## src/logic/fdd_pkg.sv

```systemverilog
// Purpose: Shared constants and types for the fabric domain identifier distribution block
// Assumes: Frames are already parsed into single-cycle request/answer events per E_Port
// Notes:   Widths and codes are fixed
package fdd_pkg;
   localparam int NPORT    = 4;
   localparam int PW       = 2;
   localparam int DOM_W    = 8;
   localparam int NDOM     = 256;
   localparam logic [7:0]  MGR_PRIO      = 8'h01;
   localparam logic [7:0]  PRIO_RST      = 8'hFF;
   localparam logic [7:0]  ID_FIRST      = 8'h01;
   localparam logic [7:0]  ID_LAST       = 8'hEF;
   localparam logic [7:0]  RJT_UNABLE    = 8'h09;
   localparam logic [7:0]  EXPL_NO_ID    = 8'h01;

   typedef enum logic [2:0] {
      FDD_ANS_NONE = 3'b000,
      FDD_ANS_ACC  = 3'b001,
      FDD_ANS_RJT  = 3'b010
   } fdd_ans_t;

   // One outbound request or reply, addressed to one E_Port
   typedef struct packed {
      logic              aai;
      logic              rdi;
      logic              efp;
      logic              rcf;
      logic              bf;
      fdd_ans_t          ans;
      logic [7:0]        rjt_reason;
      logic [7:0]        rjt_expl;
      logic [DOM_W-1:0]  dom;
      logic [PW-1:0]     port;
   } fdd_tx_t;

   // One inbound frame event from an E_Port
   typedef struct packed {
      logic              aai;
      logic              rdi;
      logic              acc;
      logic [DOM_W-1:0]  dom;
      logic [PW-1:0]     port;
   } fdd_rx_t;

   typedef enum logic [2:0] {
      FDD_IDLE   = 3'b000,
      FDD_SELF   = 3'b001,
      FDD_AAI    = 3'b010,
      FDD_SERVE  = 3'b011,
      FDD_WAIT   = 3'b100,
      FDD_GRANTD = 3'b101
   } fdd_state_t;
endpackage : fdd_pkg

```

## src/logic/fdd_pool.sv

```systemverilog
// Purpose: Identifier pool lookup: free check and lowest free pick
// Assumes: Bitmap bit n set means identifier n granted
// Notes:   Purely combinational
`timescale 1ns/100ps
`default_nettype none
module fdd_pool
   import fdd_pkg::*;
(
   input  wire logic [NDOM-1:0]  map_i,
   input  wire logic [DOM_W-1:0] want_i,
   output logic                  want_free_o,
   output logic                  any_free_o,
   output logic [DOM_W-1:0]      pick_o
);
   always_comb begin
      want_free_o = (want_i >= ID_FIRST) && (want_i <= ID_LAST) && !map_i[want_i];
      any_free_o  = 1'b0;
      pick_o      = '0;
      // Highest index scanned first so the final value is the lowest free one
      for (int i = int'(ID_LAST); i >= int'(ID_FIRST); i--) begin
         if (!map_i[i]) begin
            any_free_o = 1'b1;
            pick_o     = DOM_W'(i);
         end
      end
   end
endmodule : fdd_pool
`default_nettype wire

```

## src/logic/fdd_isolate.sv

```systemverilog
// Purpose: Per E_Port isolation state
// Assumes: Causes arrive as single-cycle pulses
// Notes:   Isolation gates Class N only
`timescale 1ns/100ps
`default_nettype none
module fdd_isolate (
   input  wire logic clk_i,
   input  wire logic sys_rst_i,
   input  wire logic param_bad_i,
   input  wire logic overlap_i,
   input  wire logic no_mgr_i,
   input  wire logic rcf_sent_i,
   output logic      iso_o,
   output logic      class_n_ok_o
);
   logic iso_reg;
   logic iso_next;

   always_comb begin
      iso_next = iso_reg;
      if (rcf_sent_i) begin
         iso_next = 1'b0;
      end
      // A fresh cause in the same cycle as an RCF keeps the port isolated
      if (param_bad_i) begin
         iso_next = 1'b1;
      end
      if (overlap_i) begin
         iso_next = 1'b1;
      end
      if (no_mgr_i) begin
         iso_next = 1'b1;
      end
   end

   always_ff @(posedge clk_i) begin
      if (sys_rst_i) begin
         iso_reg <= 1'b0;
      end else begin
         iso_reg <= iso_next;
      end
   end

   assign iso_o        = iso_reg;
   assign class_n_ok_o = !iso_reg;
endmodule : fdd_isolate
`default_nettype wire

```

## src/logic/fdd_core.sv

```systemverilog
// Purpose: Domain identifier distribution for one switch, manager or requester
// Assumes: One inbound event per cycle; outbound events taken in the cycle shown
// Notes:   Relay tracks one outstanding downstream request at a time
`timescale 1ns/100ps
`default_nettype none
module fdd_core
   import fdd_pkg::*;
(
   input  wire logic                  clk_i,
   input  wire logic                  sys_rst_i,
   input  wire logic                  sel_done_i,
   input  wire logic                  is_principal_i,
   input  wire logic                  have_prior_i,
   input  wire logic [DOM_W-1:0]      prior_id_i,
   input  wire logic                  low_seen_i,
   input  wire logic [PW-1:0]         low_port_i,
   input  wire fdd_rx_t               rx_i,
   input  wire logic                  disruptive_i,
   input  wire logic [NPORT-1:0]      param_bad_i,
   input  wire logic [NPORT-1:0]      overlap_i,
   input  wire logic                  no_mgr_i,
   input  wire logic [NPORT-1:0]      rcf_cancel_i,
   output fdd_tx_t                    tx_o,
   output logic                       tx_valid_o,
   output logic                       is_mgr_o,
   output logic [7:0]                 prio_o,
   output logic [DOM_W-1:0]           my_id_o,
   output logic                       id_valid_o,
   output logic                       assign_ports_o,
   output logic [NDOM-1:0]            dom_map_o,
   output logic [NPORT-1:0]           down_link_o,
   output logic [NPORT-1:0]           iso_o,
   output logic [NPORT-1:0]           class_n_ok_o
);
   ////////////////////////////////////////////////////////////////////////
   // State
   fdd_state_t             st_reg,     st_next;
   logic                   mgr_reg,    mgr_next;
   logic [7:0]             prio_reg,   prio_next;
   logic [DOM_W-1:0]       id_reg,     id_next;
   logic                   idv_reg,    idv_next;
   logic [NDOM-1:0]        map_reg,    map_next;
   logic [NPORT-1:0]       down_reg,   down_next;
   logic [NPORT-1:0]       ackd_reg,   ackd_next;
   logic [PW-1:0]          up_reg,     up_next;
   logic [PW-1:0]          aai_ptr_reg, aai_ptr_next;
   logic                   relay_reg,  relay_next;
   logic [PW-1:0]          relay_port_reg, relay_port_next;
   logic                   own_rdi_reg, own_rdi_next;
   logic                   asg_reg,    asg_next;
   fdd_tx_t                tx_reg,     tx_next;
   logic                   txv_reg,    txv_next;
   // Per-port record of which identifier each requester holds
   logic [DOM_W-1:0]       held_reg [NPORT];
   logic [DOM_W-1:0]       held_next [NPORT];
   logic [NPORT-1:0]       hv_reg,     hv_next;

   logic                   want_free;
   logic                   any_free;
   logic [DOM_W-1:0]       pick;
   logic [DOM_W-1:0]       pool_want;

   // The prior identifier is only looked up while the manager grants itself
   assign pool_want = (st_reg == FDD_SELF) ? prior_id_i : rx_i.dom;

   fdd_pool u_pool (
      .map_i       (map_reg),
      .want_i      (pool_want),
      .want_free_o (want_free),
      .any_free_o  (any_free),
      .pick_o      (pick)
   );

   genvar g;
   generate
      for (g = 0; g < NPORT; g++) begin : g_iso
         fdd_isolate u_iso (
            .clk_i        (clk_i),
            .sys_rst_i    (sys_rst_i),
            .param_bad_i  (param_bad_i[g]),
            .overlap_i    (overlap_i[g]),
            .no_mgr_i     (no_mgr_i),
            .rcf_sent_i   (rcf_cancel_i[g]),
            .iso_o        (iso_o[g]),
            .class_n_ok_o (class_n_ok_o[g])
         );
      end
   endgenerate

   ////////////////////////////////////////////////////////////////////////
   // Next state
   always_comb begin
      st_next         = st_reg;
      mgr_next        = mgr_reg;
      prio_next       = prio_reg;
      id_next         = id_reg;
      idv_next        = idv_reg;
      map_next        = map_reg;
      down_next       = down_reg;
      ackd_next       = ackd_reg;
      up_next         = up_reg;
      aai_ptr_next    = aai_ptr_reg;
      relay_next      = relay_reg;
      relay_port_next = relay_port_reg;
      own_rdi_next    = own_rdi_reg;
      asg_next        = 1'b0;
      held_next       = held_reg;
      hv_next         = hv_reg;
      tx_next         = '0;
      txv_next        = 1'b0;

      if (low_seen_i && !mgr_reg) begin
         up_next = low_port_i;
      end

      // An acknowledgement can land while the AAI walk is still running,
      // so it is recorded outside the state machine
      if (rx_i.acc && (mgr_reg || rx_i.port != up_reg)
          && (st_reg == FDD_AAI || st_reg == FDD_SERVE || st_reg == FDD_GRANTD)) begin
         ackd_next[rx_i.port] = 1'b1;
      end

      // AAI is always answered; only the upstream one drives behaviour
      if (rx_i.aai) begin
         tx_next.ans  = FDD_ANS_ACC;
         tx_next.port = rx_i.port;
         txv_next     = 1'b1;
         if (!mgr_reg && rx_i.port == up_reg && !idv_reg && st_reg == FDD_IDLE) begin
            st_next = FDD_WAIT;
         end
      end

      unique case (st_reg)
         FDD_IDLE: begin
            if (sel_done_i && is_principal_i) begin
               mgr_next  = 1'b1;
               prio_next = MGR_PRIO;
               map_next  = '0;
               down_next = '0;
               hv_next   = '0;
               st_next   = FDD_SELF;
            end
         end
         FDD_SELF: begin
            // Reuse the old identifier only when it is still free
            id_next  = (have_prior_i && want_free) ? prior_id_i : pick;
            idv_next = 1'b1;
            map_next[(have_prior_i && want_free) ? prior_id_i : pick] = 1'b1;
            asg_next = 1'b1;
            tx_next.efp = 1'b1;
            tx_next.dom = (have_prior_i && want_free) ? prior_id_i : pick;
            txv_next     = 1'b1;
            aai_ptr_next = '0;
            ackd_next    = '0;
            st_next      = FDD_AAI;
         end
         FDD_AAI: begin
            if (!txv_next) begin
               // Skip the upstream link when not the manager
               if (mgr_reg || aai_ptr_reg != up_reg) begin
                  tx_next.aai  = 1'b1;
                  tx_next.port = aai_ptr_reg;
                  txv_next     = 1'b1;
               end
               aai_ptr_next = aai_ptr_reg + PW'(1);
               if (aai_ptr_reg == PW'(NPORT - 1)) begin
                  st_next = FDD_SERVE;
               end
            end
         end
         FDD_WAIT: begin
            if (!own_rdi_reg && !txv_next) begin
               tx_next.rdi  = 1'b1;
               // Zero asks the manager to choose any free identifier
               tx_next.dom  = have_prior_i ? prior_id_i : '0;
               tx_next.port = up_reg;
               txv_next     = 1'b1;
               own_rdi_next = 1'b1;
            end else if (rx_i.acc && rx_i.port == up_reg && own_rdi_reg) begin
               id_next      = rx_i.dom;
               idv_next     = 1'b1;
               asg_next     = 1'b1;
               own_rdi_next = 1'b0;
               aai_ptr_next = '0;
               st_next      = FDD_AAI;
            end
         end
         FDD_SERVE: begin
            // RDI is only taken on a port whose AAI has been acknowledged
            if (mgr_reg && rx_i.rdi && !txv_next && ackd_reg[rx_i.port]) begin
               down_next[rx_i.port] = 1'b1;
               tx_next.port = rx_i.port;
               txv_next     = 1'b1;
               if (hv_reg[rx_i.port] && held_reg[rx_i.port] == rx_i.dom) begin
                  tx_next.ans = FDD_ANS_ACC;
                  tx_next.dom = rx_i.dom;
                  // A repeat grant is still a grant, so the map goes out again
                  st_next     = FDD_GRANTD;
               end else if (hv_reg[rx_i.port]) begin
                  // One holder per E_Port: a different identifier there is a conflict
                  tx_next.bf  = !disruptive_i;
                  tx_next.rcf = disruptive_i;
               end else if (!any_free) begin
                  tx_next.ans        = FDD_ANS_RJT;
                  tx_next.rjt_reason = RJT_UNABLE;
                  tx_next.rjt_expl   = EXPL_NO_ID;
               end else begin
                  tx_next.ans = FDD_ANS_ACC;
                  tx_next.dom = (rx_i.dom != '0 && want_free) ? rx_i.dom : pick;
                  map_next[tx_next.dom] = 1'b1;
                  held_next[rx_i.port]  = tx_next.dom;
                  hv_next[rx_i.port]    = 1'b1;
                  st_next               = FDD_GRANTD;
               end
            end else if (!mgr_reg && rx_i.rdi && !txv_next && !relay_reg
                         && rx_i.port != up_reg && ackd_reg[rx_i.port]) begin
               // A second downstream RDI during an open relay is dropped
               down_next[rx_i.port] = 1'b1;
               relay_next      = 1'b1;
               relay_port_next = rx_i.port;
               tx_next.rdi     = 1'b1;
               tx_next.dom     = rx_i.dom;
               tx_next.port    = up_reg;
               txv_next        = 1'b1;
            end else if (!mgr_reg && relay_reg && rx_i.acc && rx_i.port == up_reg
                         && !txv_next) begin
               relay_next   = 1'b0;
               tx_next.ans  = FDD_ANS_ACC;
               tx_next.dom  = rx_i.dom;
               tx_next.port = relay_port_reg;
               txv_next     = 1'b1;
            end
         end
         FDD_GRANTD: begin
            // The whole map follows on dom_map_o; dom names the sender
            if (!txv_next) begin
               tx_next.efp = 1'b1;
               tx_next.dom = id_reg;
               txv_next    = 1'b1;
               st_next     = FDD_SERVE;
            end
         end
         default: st_next = FDD_IDLE;
      endcase
   end

   ////////////////////////////////////////////////////////////////////////
   // Registers
   always_ff @(posedge clk_i) begin
      if (sys_rst_i) begin
         st_reg         <= FDD_IDLE;
         mgr_reg        <= 1'b0;
         prio_reg       <= PRIO_RST;
         id_reg         <= '0;
         idv_reg        <= 1'b0;
         map_reg        <= '0;
         down_reg       <= '0;
         ackd_reg       <= '0;
         up_reg         <= '0;
         aai_ptr_reg    <= '0;
         relay_reg      <= 1'b0;
         relay_port_reg <= '0;
         own_rdi_reg    <= 1'b0;
         asg_reg        <= 1'b0;
         tx_reg         <= '0;
         txv_reg        <= 1'b0;
         hv_reg         <= '0;
         for (int i = 0; i < NPORT; i++) begin
            held_reg[i] <= '0;
         end
      end else begin
         st_reg         <= st_next;
         mgr_reg        <= mgr_next;
         prio_reg       <= prio_next;
         id_reg         <= id_next;
         idv_reg        <= idv_next;
         map_reg        <= map_next;
         down_reg       <= down_next;
         ackd_reg       <= ackd_next;
         up_reg         <= up_next;
         aai_ptr_reg    <= aai_ptr_next;
         relay_reg      <= relay_next;
         relay_port_reg <= relay_port_next;
         own_rdi_reg    <= own_rdi_next;
         asg_reg        <= asg_next;
         tx_reg         <= tx_next;
         txv_reg        <= txv_next;
         hv_reg         <= hv_next;
         held_reg       <= held_next;
      end
   end

   ////////////////////////////////////////////////////////////////////////
   // Outputs
   assign tx_o           = tx_reg;
   assign tx_valid_o     = txv_reg;
   assign is_mgr_o       = mgr_reg;
   assign prio_o         = prio_reg;
   assign my_id_o        = id_reg;
   assign id_valid_o     = idv_reg;
   assign assign_ports_o = asg_reg;
   assign dom_map_o      = map_reg;
   assign down_link_o    = down_reg;
endmodule : fdd_core
`default_nettype wire

```

## config.mk

```make
export PLATFORM = sky130hd
export DESIGN_NAME = fdd_core
export DESIGN_NICKNAME = d
export VERILOG_FILES = /design/src/logic/fdd_pkg.sv /design/src/logic/fdd_pool.sv /design/src/logic/fdd_isolate.sv /design/src/logic/fdd_core.sv
export SDC_FILE = /design/constraint.sdc
export NUM_CORES = 1
export LEC_CHECK = 0
export CELL_PAD_IN_SITES_DETAIL_PLACEMENT = 2
export CELL_PAD_IN_SITES_GLOBAL_PLACEMENT = 2
export CORE_MARGIN = 2
export CORE_UTILIZATION = 38
export CTS_CLUSTER_DIAMETER = 100
export DETAILED_ROUTE_END_ITERATION = 6
export DONT_BUFFER_PORTS = 1
export PLACE_DENSITY_LB_ADDON = 0.1
export SLEW_MARGIN = 5
export SYNTH_ARGS = -nofsm -noshare
export SYNTH_HDL_FRONTEND = slang
export SYNTH_SLANG_ARGS = --single-unit
```

## constraint.sdc

```tcl
create_clock -name clk_i -period 6.22 [get_ports clk_i]
set_clock_uncertainty 0.15 [all_clocks]
set_input_delay 0.622 -clock clk_i [delete_from_list [all_inputs] [get_ports clk_i]]
set_output_delay 0.622 -clock clk_i [all_outputs]
set_load 0.01 [all_outputs]
```

Word-level counts from Yosys, hierarchy flattened --
Cells that the tools add are included.
Word-level totals: bits in registers 368, input port bits 43, output and inout port bits 322, logic and storage cells 747
Cells by class: $add $sub $neg 1, magnitude comparators 11, eq/ne operators 19, muxes and demuxes 598, bitwise operators 11, reduce and logical (&&, ||, !) cells 73
Operator list (count):
- $mux W8 | 251
- $mux W256 | 5
- $pmux W256 S3 | 1
- $or A256 B256 Y256 | 2
- $mux W1 | 281
- $mux W3 | 16
- $mux W10 | 4
- $bwmux W32 | 1
- $mux W16 | 2
- $pmux W8 S4 | 1
- $logic_and A1 B1 Y1 | 31
- $mux W4 | 7
- $lt A8 B9 Y1 const B | 3
- $mux W27 | 1
- $ge A8 B1 Y1 const B | 3
- $mux W19 | 1
- $pmux W3 S6 | 1
- $bmux W8 S2 | 1
- $demux W1 S8 | 2
- $demux W8 S2 | 1
- $pmux W4 S2 | 2
- $pmux W8 S2 | 1
- $reduce_bool A4 Y1 | 4
- $mux W2 | 7
- 40 further kinds | 84

Depth between registers and ports, before layout --
Gate-level depths: netlist of run 1.
depth after elaboration 250, gate-level depth with buffers 22, depth with buffers taken out 12

Hierarchy --
Synthesis of run 1 repeated with hierarchy kept, for this count alone.
Second synthesis, totals: cells, all modules 2631, area, all modules 21195.3 um2
Modules (own cells, without submodules):
- fdd_core | instances 1, cells each 1823, area each 15738.8 um2, sequential area each 6826.5 um2
- fdd_pool | instances 1, cells each 788, area each 5296.3 um2, sequential area each 0.0 um2
- fdd_isolate | instances 4, cells each 5, area each 40.0 um2, sequential area each 20.0 um2

Least setup slack after synthesis of run 1 --
No wires, ideal clock.
kind input-to-reg, start input port prior_id_i[0], end register map_reg[73] (netlist: dom_map_o[73]), arrival time 4.395 ns, required time 5.986 ns, setup slack 1.591 ns, cell stages on the path 19, cells stage by stage buf_2 > buf_2 > buf_2 > buf_2 > o211ai_1 > a311oi_1 > o22ai_1 > a211o_1 > and4_1 > buf_6 > or3_1 > buf_2 > buf_6 > mux2_4 > nand2b_1 > or3_1 > clkbuf_1 > buf_2 > o221ai_1
Between the ends: cells in the longest elaborated chain, start to end 17, elaborated cells between the ends (all ways) 29, classes of those cells 6 x order compare; 14 x mux; 2 x bitwise; 7 x reduce/logical
RTL lines:
- start, declared | RTL line fdd_core.sv:14 | input wire logic [DOM_W-1:0] prior_id_i,
- $mux W8 | RTL line fdd_core.sv:64 | assign pool_want = (st_reg == FDD_SELF) ? prior_id_i : rx_i.dom;
- $bmux W1 S8 | RTL line fdd_pool.sv:16 | want_free_o = (want_i >= ID_FIRST) && (want_i <= ID_LAST) && !map_i[want_i];
- $mux W1 (implied by the code) | RTL line fdd_pool.sv:16
- $logic_not A1 Y1 | RTL line fdd_pool.sv:16
- $logic_and A1 B1 Y1 | RTL line fdd_pool.sv:16
- $logic_and A1 B1 Y1 | RTL line fdd_core.sv:209 | tx_next.dom = (rx_i.dom != '0 && want_free) ? rx_i.dom : pick;
- $mux W8 | RTL line fdd_core.sv:209
- $lt A8 B9 Y1 (implied by the code) / $ge A8 B1 Y1 (equally long branches) | RTL line fdd_core.sv:210 | map_next[tx_next.dom] = 1'b1;
- $logic_and A1 B1 Y1 (implied by the code) | RTL line fdd_core.sv:210
- $mux W1 (implied by the code) | RTL line fdd_core.sv:210
- $demux W1 S8 | RTL line fdd_core.sv:210
- $or A256 B256 Y256 (no line)
- $mux W256 | RTL line fdd_core.sv:203 | end else if (!any_free) begin
- $mux W256 | RTL line fdd_core.sv:199 | end else if (hv_reg[rx_i.port]) begin
- $mux W256 | RTL line fdd_core.sv:194 | if (hv_reg[rx_i.port] && held_reg[rx_i.port] == rx_i.dom) begin
- $mux W256 | RTL line fdd_core.sv:190 | if (mgr_reg && rx_i.rdi && !txv_next && ackd_reg[rx_i.port]) begin
- $pmux W256 S3 (*) | RTL line fdd_core.sv:133 | unique case (st_reg)
- end signal, assigned | RTL line fdd_core.sv:277 | map_reg <= map_next;
- end, declared | RTL line fdd_core.sv:42 | logic [NDOM-1:0] map_reg, map_next;
Mark *: on every way between the ends. The rest lies on a longest branch, timed or not. The select of a mux whose other input is x is not followed. A chain may end at the register's enable or synchronous reset.

Worst setup path in the final report of run 1 --
start register st_reg[0], end register map_reg[41] (netlist: dom_map_o[41])
Between the ends: cells in the longest elaborated chain, start to end 18, elaborated cells between the ends (all ways) 39, classes of those cells 6 x order compare; 7 x eq/ne; 14 x mux; 2 x bitwise; 10 x reduce/logical
RTL lines:
- start, declared | RTL line fdd_core.sv:37 | fdd_state_t st_reg, st_next;
- start signal, assigned | RTL line fdd_core.sv:272 | st_reg <= st_next;
- $eq A3 B1 Y1 | RTL line fdd_core.sv:64, fdd_core.sv:133
- $mux W8 | RTL line fdd_core.sv:64
- $bmux W1 S8 | RTL line fdd_pool.sv:16
- $mux W1 (implied by the code) | RTL line fdd_pool.sv:16
- $logic_not A1 Y1 | RTL line fdd_pool.sv:16
- $logic_and A1 B1 Y1 | RTL line fdd_pool.sv:16
- $logic_and A1 B1 Y1 | RTL line fdd_core.sv:209
- $mux W8 | RTL line fdd_core.sv:209
- [2 not listed]
- $mux W1 (implied by the code) | RTL line fdd_core.sv:210
- $demux W1 S8 | RTL line fdd_core.sv:210
- $or A256 B256 Y256 (no line)
- $mux W256 | RTL line fdd_core.sv:203
- $mux W256 | RTL line fdd_core.sv:199
- $mux W256 | RTL line fdd_core.sv:194
- $mux W256 | RTL line fdd_core.sv:190
- $pmux W256 S3 | RTL line fdd_core.sv:133
Parallel ways exist; a longest one is shown, timed or not. The select of a mux whose other input is x is not followed.

==> impl_metrics.tcl, run 1 <==
set metrics [dict create \
    synth_area_leader_cell "dfxtp_1" \
    routed_wl_um 138800 \
    power_mw 6.217 \
    postLayoutCoreUtil_pct 42.85 \
    end_kind "register" \
    finalCritPeriodShare_pct 97.39 \
    clk_pin_slew_ns 0.06 \
    hp-class "input port to register" \
    clk_path_buf_depth 3 \
    grt_pass1_vias 26131 \
    cts_buffers 44 \
    grt-ovfl-total 0 \
    layout_min_cycle_time_ns 6.058 \
    synth_ff_type "dfxtp_1" \
    num_vias 25515 \
    swShare_pct 31.76 \
    pre_cts_slack_ns 0.3399 \
    relSlewSlack_pct 17.58 \
    p_clk_share_pct 45.1 \
    final-setup-viol-count 0 \
    yosys_warnings 0 \
    antenna_found_initial 5 \
    cp-start-kind "register" \
    gp_congestion 1.001 \
    yosys-top-cells-area "dfxtp_1, nand2_1, mux2i_1" \
    intPower_mw 4.242 \
    yosysTopAreaCellShare_pct 31.34 \
    syn_to_final_growth_pct 11.75 \
    drv_cap 0 \
    numClockSinks 345 \
    root_buffer "clkbuf_16" \
    rr_worst_depth 15 \
    io_pins 365 \
    grt_max_degree 95 \
    rows 88 \
    avgSynthCellArea_um2 7.988 \
    min_path_cells 2 \
    pwr-share-comb_pct 18.5 \
    max-vdd-ir-drop_mv 0.2010 \
    die-height_um 244.8 \
    fmax_mhz 165.1 \
    status "finished, final reports clean" \
    drc 0 \
    layout_setup_ws_ns 0.1623 \
    fin_setup_tns_ns 0 \
    largest_register_ff_count 256 \
    hold_viol_final 0 \
    ys_seq_area_share_pct 31.34 \
    synthesis.instances 2759 \
    grt_pass1_wl_um 196000 \
    seqPwrFrac_pct 36.4 \
    drt_iter0_drc 2809 \
    first_pass_iters 7 \
    start_util_pct 38.34 \
    crit_path_max_fanout 22 \
    cts_setup_buffers 0 \
    viasPerCell 7.265 \
    synth_edf_count 0 \
    drv_slew 0 \
    synth_cell_type_count 92 \
    clock_latency_ns 0.60 \
    track_usage_pct 44.97 \
    mostFrequentLayoutCells "nand2_1, dfxtp_1, nor2_1, o221ai_1, buf_4" \
    drtAntennaViolNets 0 \
    htree_num_levels 2 \
    placed_cell_area_mm2 0.02305 \
    drive_gt1_share_pct 12.90 \
    cts_tree "done" \
    nets 2759 \
    core_mm2 0.05748 \
    critical_path_class "register to register" \
    arrival_ns 6.41 \
    hpwl_um 99140 \
    port_buffers 0 \
    dieArea_mm2 0.05994 \
    p_sw_mw 1.975 \
    final_common_cell "nand2_1" \
    final_area_mm2 0.02463 \
    async_flop_share_pct 0 \
    die_w_um 244.8 \
    post_drt_wl_per_cell_um 39.52 \
    syn_area_mm2 0.02204 \
    p_per_area_mw_per_mm2 252.4 \
    p_leak_nw 7.764 \
    tightestPinTransition_ns 1.221 \
    synth-seq-cells 345 \
    required_ns 6.57 \
]
[power groups by stage]
stage                     sequential, mW  clock, mW  combinational, mW
after floorplan                     2.30          0              0.694
after global placement              2.31          0               1.06
after detailed placement            2.31          0               1.09
after CTS                           2.26       2.81               1.10
after global routing                2.26       2.91               1.17
final                               2.26       2.80               1.15
[timing repair]
action	CTS	global route
endpoints found under the setup margin	0	10
gates resized for setup	0	1
hold buffers	2	0
hold endpoints to repair	62	0
[synth_stat cells (all sizes together) (88+ instances only)]
master,count
clkbuf,132
nor2,201
o21ai,105
nand3,98
o221ai,189
nand4,109
mux2i,131
a211oi,88
buf,110
dfxtp,345
nand2,466
a21oi,96
[logic make-up after synthesis]
kind of cell | count (synthesis) | share of synthesized area, %
AOI/OAI and AO/OA | 785 | 27.48
xor gates and xnor gates | 12 | 0.4769
adders and majority gates | 1 | 0.05676
buffers and inverters | 317 | 6.711
DFF | 345 | 31.34
muxes | 183 | 10.16
other | 2 | 0.03408
and+or+nand+nor | 1114 | 23.74
[area by class of cell]
class / count / area [µm²]
antenna: 2 / 5.005
sequential: 345 / 6907
multi-input combinational: 2110 / 13820
fill: 6502 / 32850
inverter: 75 / 281.5
timing repair buffer: 139 / 1129
clock inverter: 16 / 266.5
clock buffer: 60 / 1262
tap: 765 / 957.2
[worst max-delay path, stage by stage (launching register included)]
cell and delay (ns):
dfxtp_1 0.41, or3b_4 0.61, a21oi_4 0.38, buf_4 0.44, a211oi_1 0.11, a311oi_1 0.64, nor4_1 0.16, nor4_1 0.34
buf_4 0.20, a211o_1 0.21, or3_1 0.61, a22o_1 0.39, nand2_1 0.15, or3_1 0.63, buf_4 0.29, o221ai_1 0.20
[final timing paths]
path                                              from                    endpoint  slack (ns)
worst max-delay path              st_reg[0]$_SDFF_PP0_  dom_map_o[41]$_SDFFE_PP0P_        0.16
worst min register to register  hv_reg[3]$_SDFFE_PP0P_      hv_reg[3]$_SDFFE_PP0P_        0.33
worst min-delay path                      disruptive_i         tx_o[30]$_SDFF_PP0_        0.03
worst max register to register    st_reg[0]$_SDFF_PP0_  dom_map_o[41]$_SDFFE_PP0P_        0.16
[metrics by stage]
step,hold WS [ns],std cells
after floorplan,0.2815,2772
after global placement,0.2954,3432
after detailed placement,0.3214,3432
after CTS,0.007590,3510
after global routing,0.03011,3510
final,0.02644,3512
[metal layers]
| metal | GRT usage [%] | share of wire (%) |
|---|---|---|
| met1 | 55.16 | 38 |
| met2 | 70.05 | 44 |
| met3 | 11.50 | 9.9 |
| met4 | 28.80 | 7.2 |
| met5 | 0 | 0.023 |
(Power assumes the default switching activity.)
==> inputs of run 2 (changes only) <==
--- a/config.mk
+++ b/config.mk
@@ -12,7 +12,7 @@
 export CTS_CLUSTER_DIAMETER = 100
 export DETAILED_ROUTE_END_ITERATION = 6
 export DONT_BUFFER_PORTS = 1
-export PLACE_DENSITY_LB_ADDON = 0.1
+export PLACE_DENSITY = 0.88
 export SLEW_MARGIN = 5
 export SYNTH_ARGS = -nofsm -noshare
 export SYNTH_HDL_FRONTEND = slang
==> run 2 against run 1 <==
  * The flow now finishes with violations (design-rule violations)
  * Utilization down 0.11 points
  * Largest cell class unchanged
  * First-iteration DRC count up 21%
  * Sequential power about the same
  * Routed wire length is 2.1% lower
  * Critical path type unchanged
  * Non-clock buffer count increased by 18
  * Global-route usage shrank 1.1 points
  * Critical path depth up 1
==> impl_metrics.tcl, run 2 (same netlist as run 1, synthesis figures left out) <==
set metrics [dict create \
    relSlewSlack_pct 16.69 \
    final_cells 3527 \
    layout_min_cycle_time_ns 6.175 \
    gp_congestion 1.021 \
    finalCritPeriodShare_pct 99.27 \
    drtAntennaViolNets 0 \
    critPathSlowestCell "o31ai_1" \
    status "finished, violations left" \
    syn_to_final_growth_pct 11.47 \
    placed_cells 3449 \
    crit_path_max_fanout 23 \
    final_area_mm2 0.02457 \
    p_per_area_mw_per_mm2 239.9 \
    largest_register_ff_count 256 \
    layout_setup_ws_ns 0.04535 \
    grt_pass1_wl_um 194300 \
    swShare_pct 32.70 \
    clk_path_buf_depth 3 \
    cts_tree "done" \
    cts_setup_buffers 0 \
    rows 88 \
    drv_cap 0 \
    drv_slew 0 \
    track_usage_pct 43.90 \
    cts_buffers 41 \
    crit_top_cell "buf_4" \
    arrival_ns 6.53 \
    fmax_mhz 162.0 \
    min_path_cells 2 \
    fin_setup_tns_ns 0 \
    hold_end "tx_o[30]$_SDFF_PP0_" \
    first_pass_iters 7 \
    end_kind "register" \
    post_drt_wl_per_cell_um 38.53 \
    num_vias 26170 \
    rr_endpoint "dom_map_o[197]$_SDFFE_PP0P_" \
    required_ns 6.58 \
    seqPwrFrac_pct 38.4 \
    port_buffers 0 \
    nets 2774 \
    drt_iter0_drc 3386 \
    hp-class "input port to register" \
    core_mm2 0.05748 \
    final_common_cell "nand2_1" \
    rr_worst_depth 16 \
    p_sw_mw 1.927 \
    grt-ovfl-total 0 \
    drive_gt1_share_pct 13.19 \
    p_leak_nw 7.763 \
    max_stage_delay_ns 0.89 \
    clk_pin_slew_ns 0.06 \
    cp-start-kind "register" \
    final-setup-viol-count 0 \
    placed_cell_area_mm2 0.02318 \
    viasPerCell 7.420 \
    dieArea_mm2 0.05994 \
    root_buffer "clkbuf_16" \
    critical_path_class "register to register" \
    mostFrequentLayoutCells "nand2_1, dfxtp_1, nor2_1, buf_4, o221ai_1" \
    drc 9 \
    htree_num_levels 2 \
    grt_pass1_vias 27126 \
    die_w_um 244.8 \
    ff2ff_setup_slack_ns 0.05 \
    cp_num_buf_inv 4 \
    die-height_um 244.8 \
    violations "design-rule violations" \
    pwr-share-comb_pct 19.2 \
    grt_max_degree 125 \
    numClockSinks 345 \
    worstHoldStart "disruptive_i" \
    path_cells "buf_4 -> nor3b_2 -> buf_4 -> mux2_2 -> nor2_1 -> o211ai_1 -> or4_1 -> nand2_1 -> a2111o_1 -> nor2_1 -> buf_4 -> o31ai_1 -> nor2b_1 -> buf_4 -> a22oi_1 -> o21ai_1" \
    io_pins 365 \
    hpwl_um 95770 \
    hold_viol_final 0 \
    antenna_found_initial 3 \
    cp_top_family "simple AND/OR/NAND/NOR gates" \
    intPower_mw 3.966 \
    tightestPinTransition_ns 1.238 \
    pre_cts_slack_ns 0.2805 \
    r2r-start "st_reg[0]$_SDFF_PP0_" \
    start_util_pct 38.34 \
    grt_setup_unrepaired "false" \
    p_clk_share_pct 42.4 \
    max-vdd-ir-drop_mv 0.1814 \
    routed_wl_um 135900 \
    clock_latency_ns 0.59 \
]
## run 2: changes by cell type in the layout (fill, tap and decap cells not counted), moves of 2 or more
cell        previous run  this run
clkinvlp_4             0         2
buf_12                 5         7
clkinv_2               6         9
buf_4                132       147
bufinv_16              7         3
clkbuf_16             45        41
## run 2: worst max path at each step
stage	cells after the start	endpoint	slack, ns	startpoint
6_report	16	dom_map_o[197]$_SDFFE_PP0P_	0.05	st_reg[0]$_SDFF_PP0_
5_1_grt	18	dom_map_o[53]$_SDFFE_PP0P_	0.15	st_reg[2]$_SDFF_PP0_
4_1_cts	18	dom_map_o[53]$_SDFFE_PP0P_	0.16	st_reg[0]$_SDFF_PP0_
3_5_place_dp	18	dom_map_o[53]$_SDFFE_PP0P_	0.28	st_reg[0]$_SDFF_PP0_
3_3_place_gp	16	dom_map_o[85]$_SDFFE_PP0P_	0.38	prior_id_i[0]
2_1_floorplan	19	dom_map_o[73]$_SDFFE_PP0P_	1.59	prior_id_i[0]
## run 2: timing repair
action,CTS,global route
hold endpoints to repair,55,0
endpoints found under the setup margin,0,10
gates resized for setup,0,1
hold buffers,3,0
## run 2: power by group through the flow
stage	Clock [mW]	Sequential (mW)	Combinational, mW
2_1_floorplan	0	2.30	0.694
3_3_place_gp	0	2.31	1.01
6_report	2.50	2.26	1.13
3_5_place_dp	0	2.31	1.05
4_1_cts	2.49	2.26	1.07
5_1_grt	2.59	2.26	1.15
## run 2: worst reg2reg max path, stage by stage (launching register included)
cell and delay, ns:
dfxtp_1 0.33, buf_4 0.19, nor3b_2 0.33, buf_4 0.23, mux2_2 0.49, nor2_1 0.78
o211ai_1 0.18, or4_1 0.52, nand2_1 0.26, a2111o_1 0.30, nor2_1 0.09, buf_4 0.23
o31ai_1 0.89, nor2b_1 0.39, buf_4 0.40, a22oi_1 0.17, o21ai_1 0.16
## run 2: metrics by stage
step                      power, mW  utilization [%]  hold WS [ns]
after floorplan               2.991                -        0.2815
after global placement        3.322            40.33        0.2923
after detailed placement      3.360            40.33        0.3308
after CTS                     5.821            42.72       0.01043
after global routing          5.999            42.73       0.01606
final                         5.893            42.74       0.02153
## run 2: area by class of cell
| cell class | instances | area, µm² |
|---|---|---|
| well taps | 765 | 957.2 |
| clock buffers | 56 | 1152 |
| fillers | 6517 | 32910 |
| flip-flops and latches | 345 | 6907 |
| repair buffers | 157 | 1291 |
| multi-input cells | 2110 | 13800 |
| clock inverters | 17 | 176.4 |
| inverters | 75 | 281.5 |
| diodes | 2 | 5.005 |
## run 2: layer usage
layer	track usage, %	wire length [µm]	vias to the layer above
met4	32.03	11420	2
met3	11.94	15110	620
met1	51.67	49170	13273
li1	-	-	10429
met5	0	12	-
met2	68.71	60170	1846
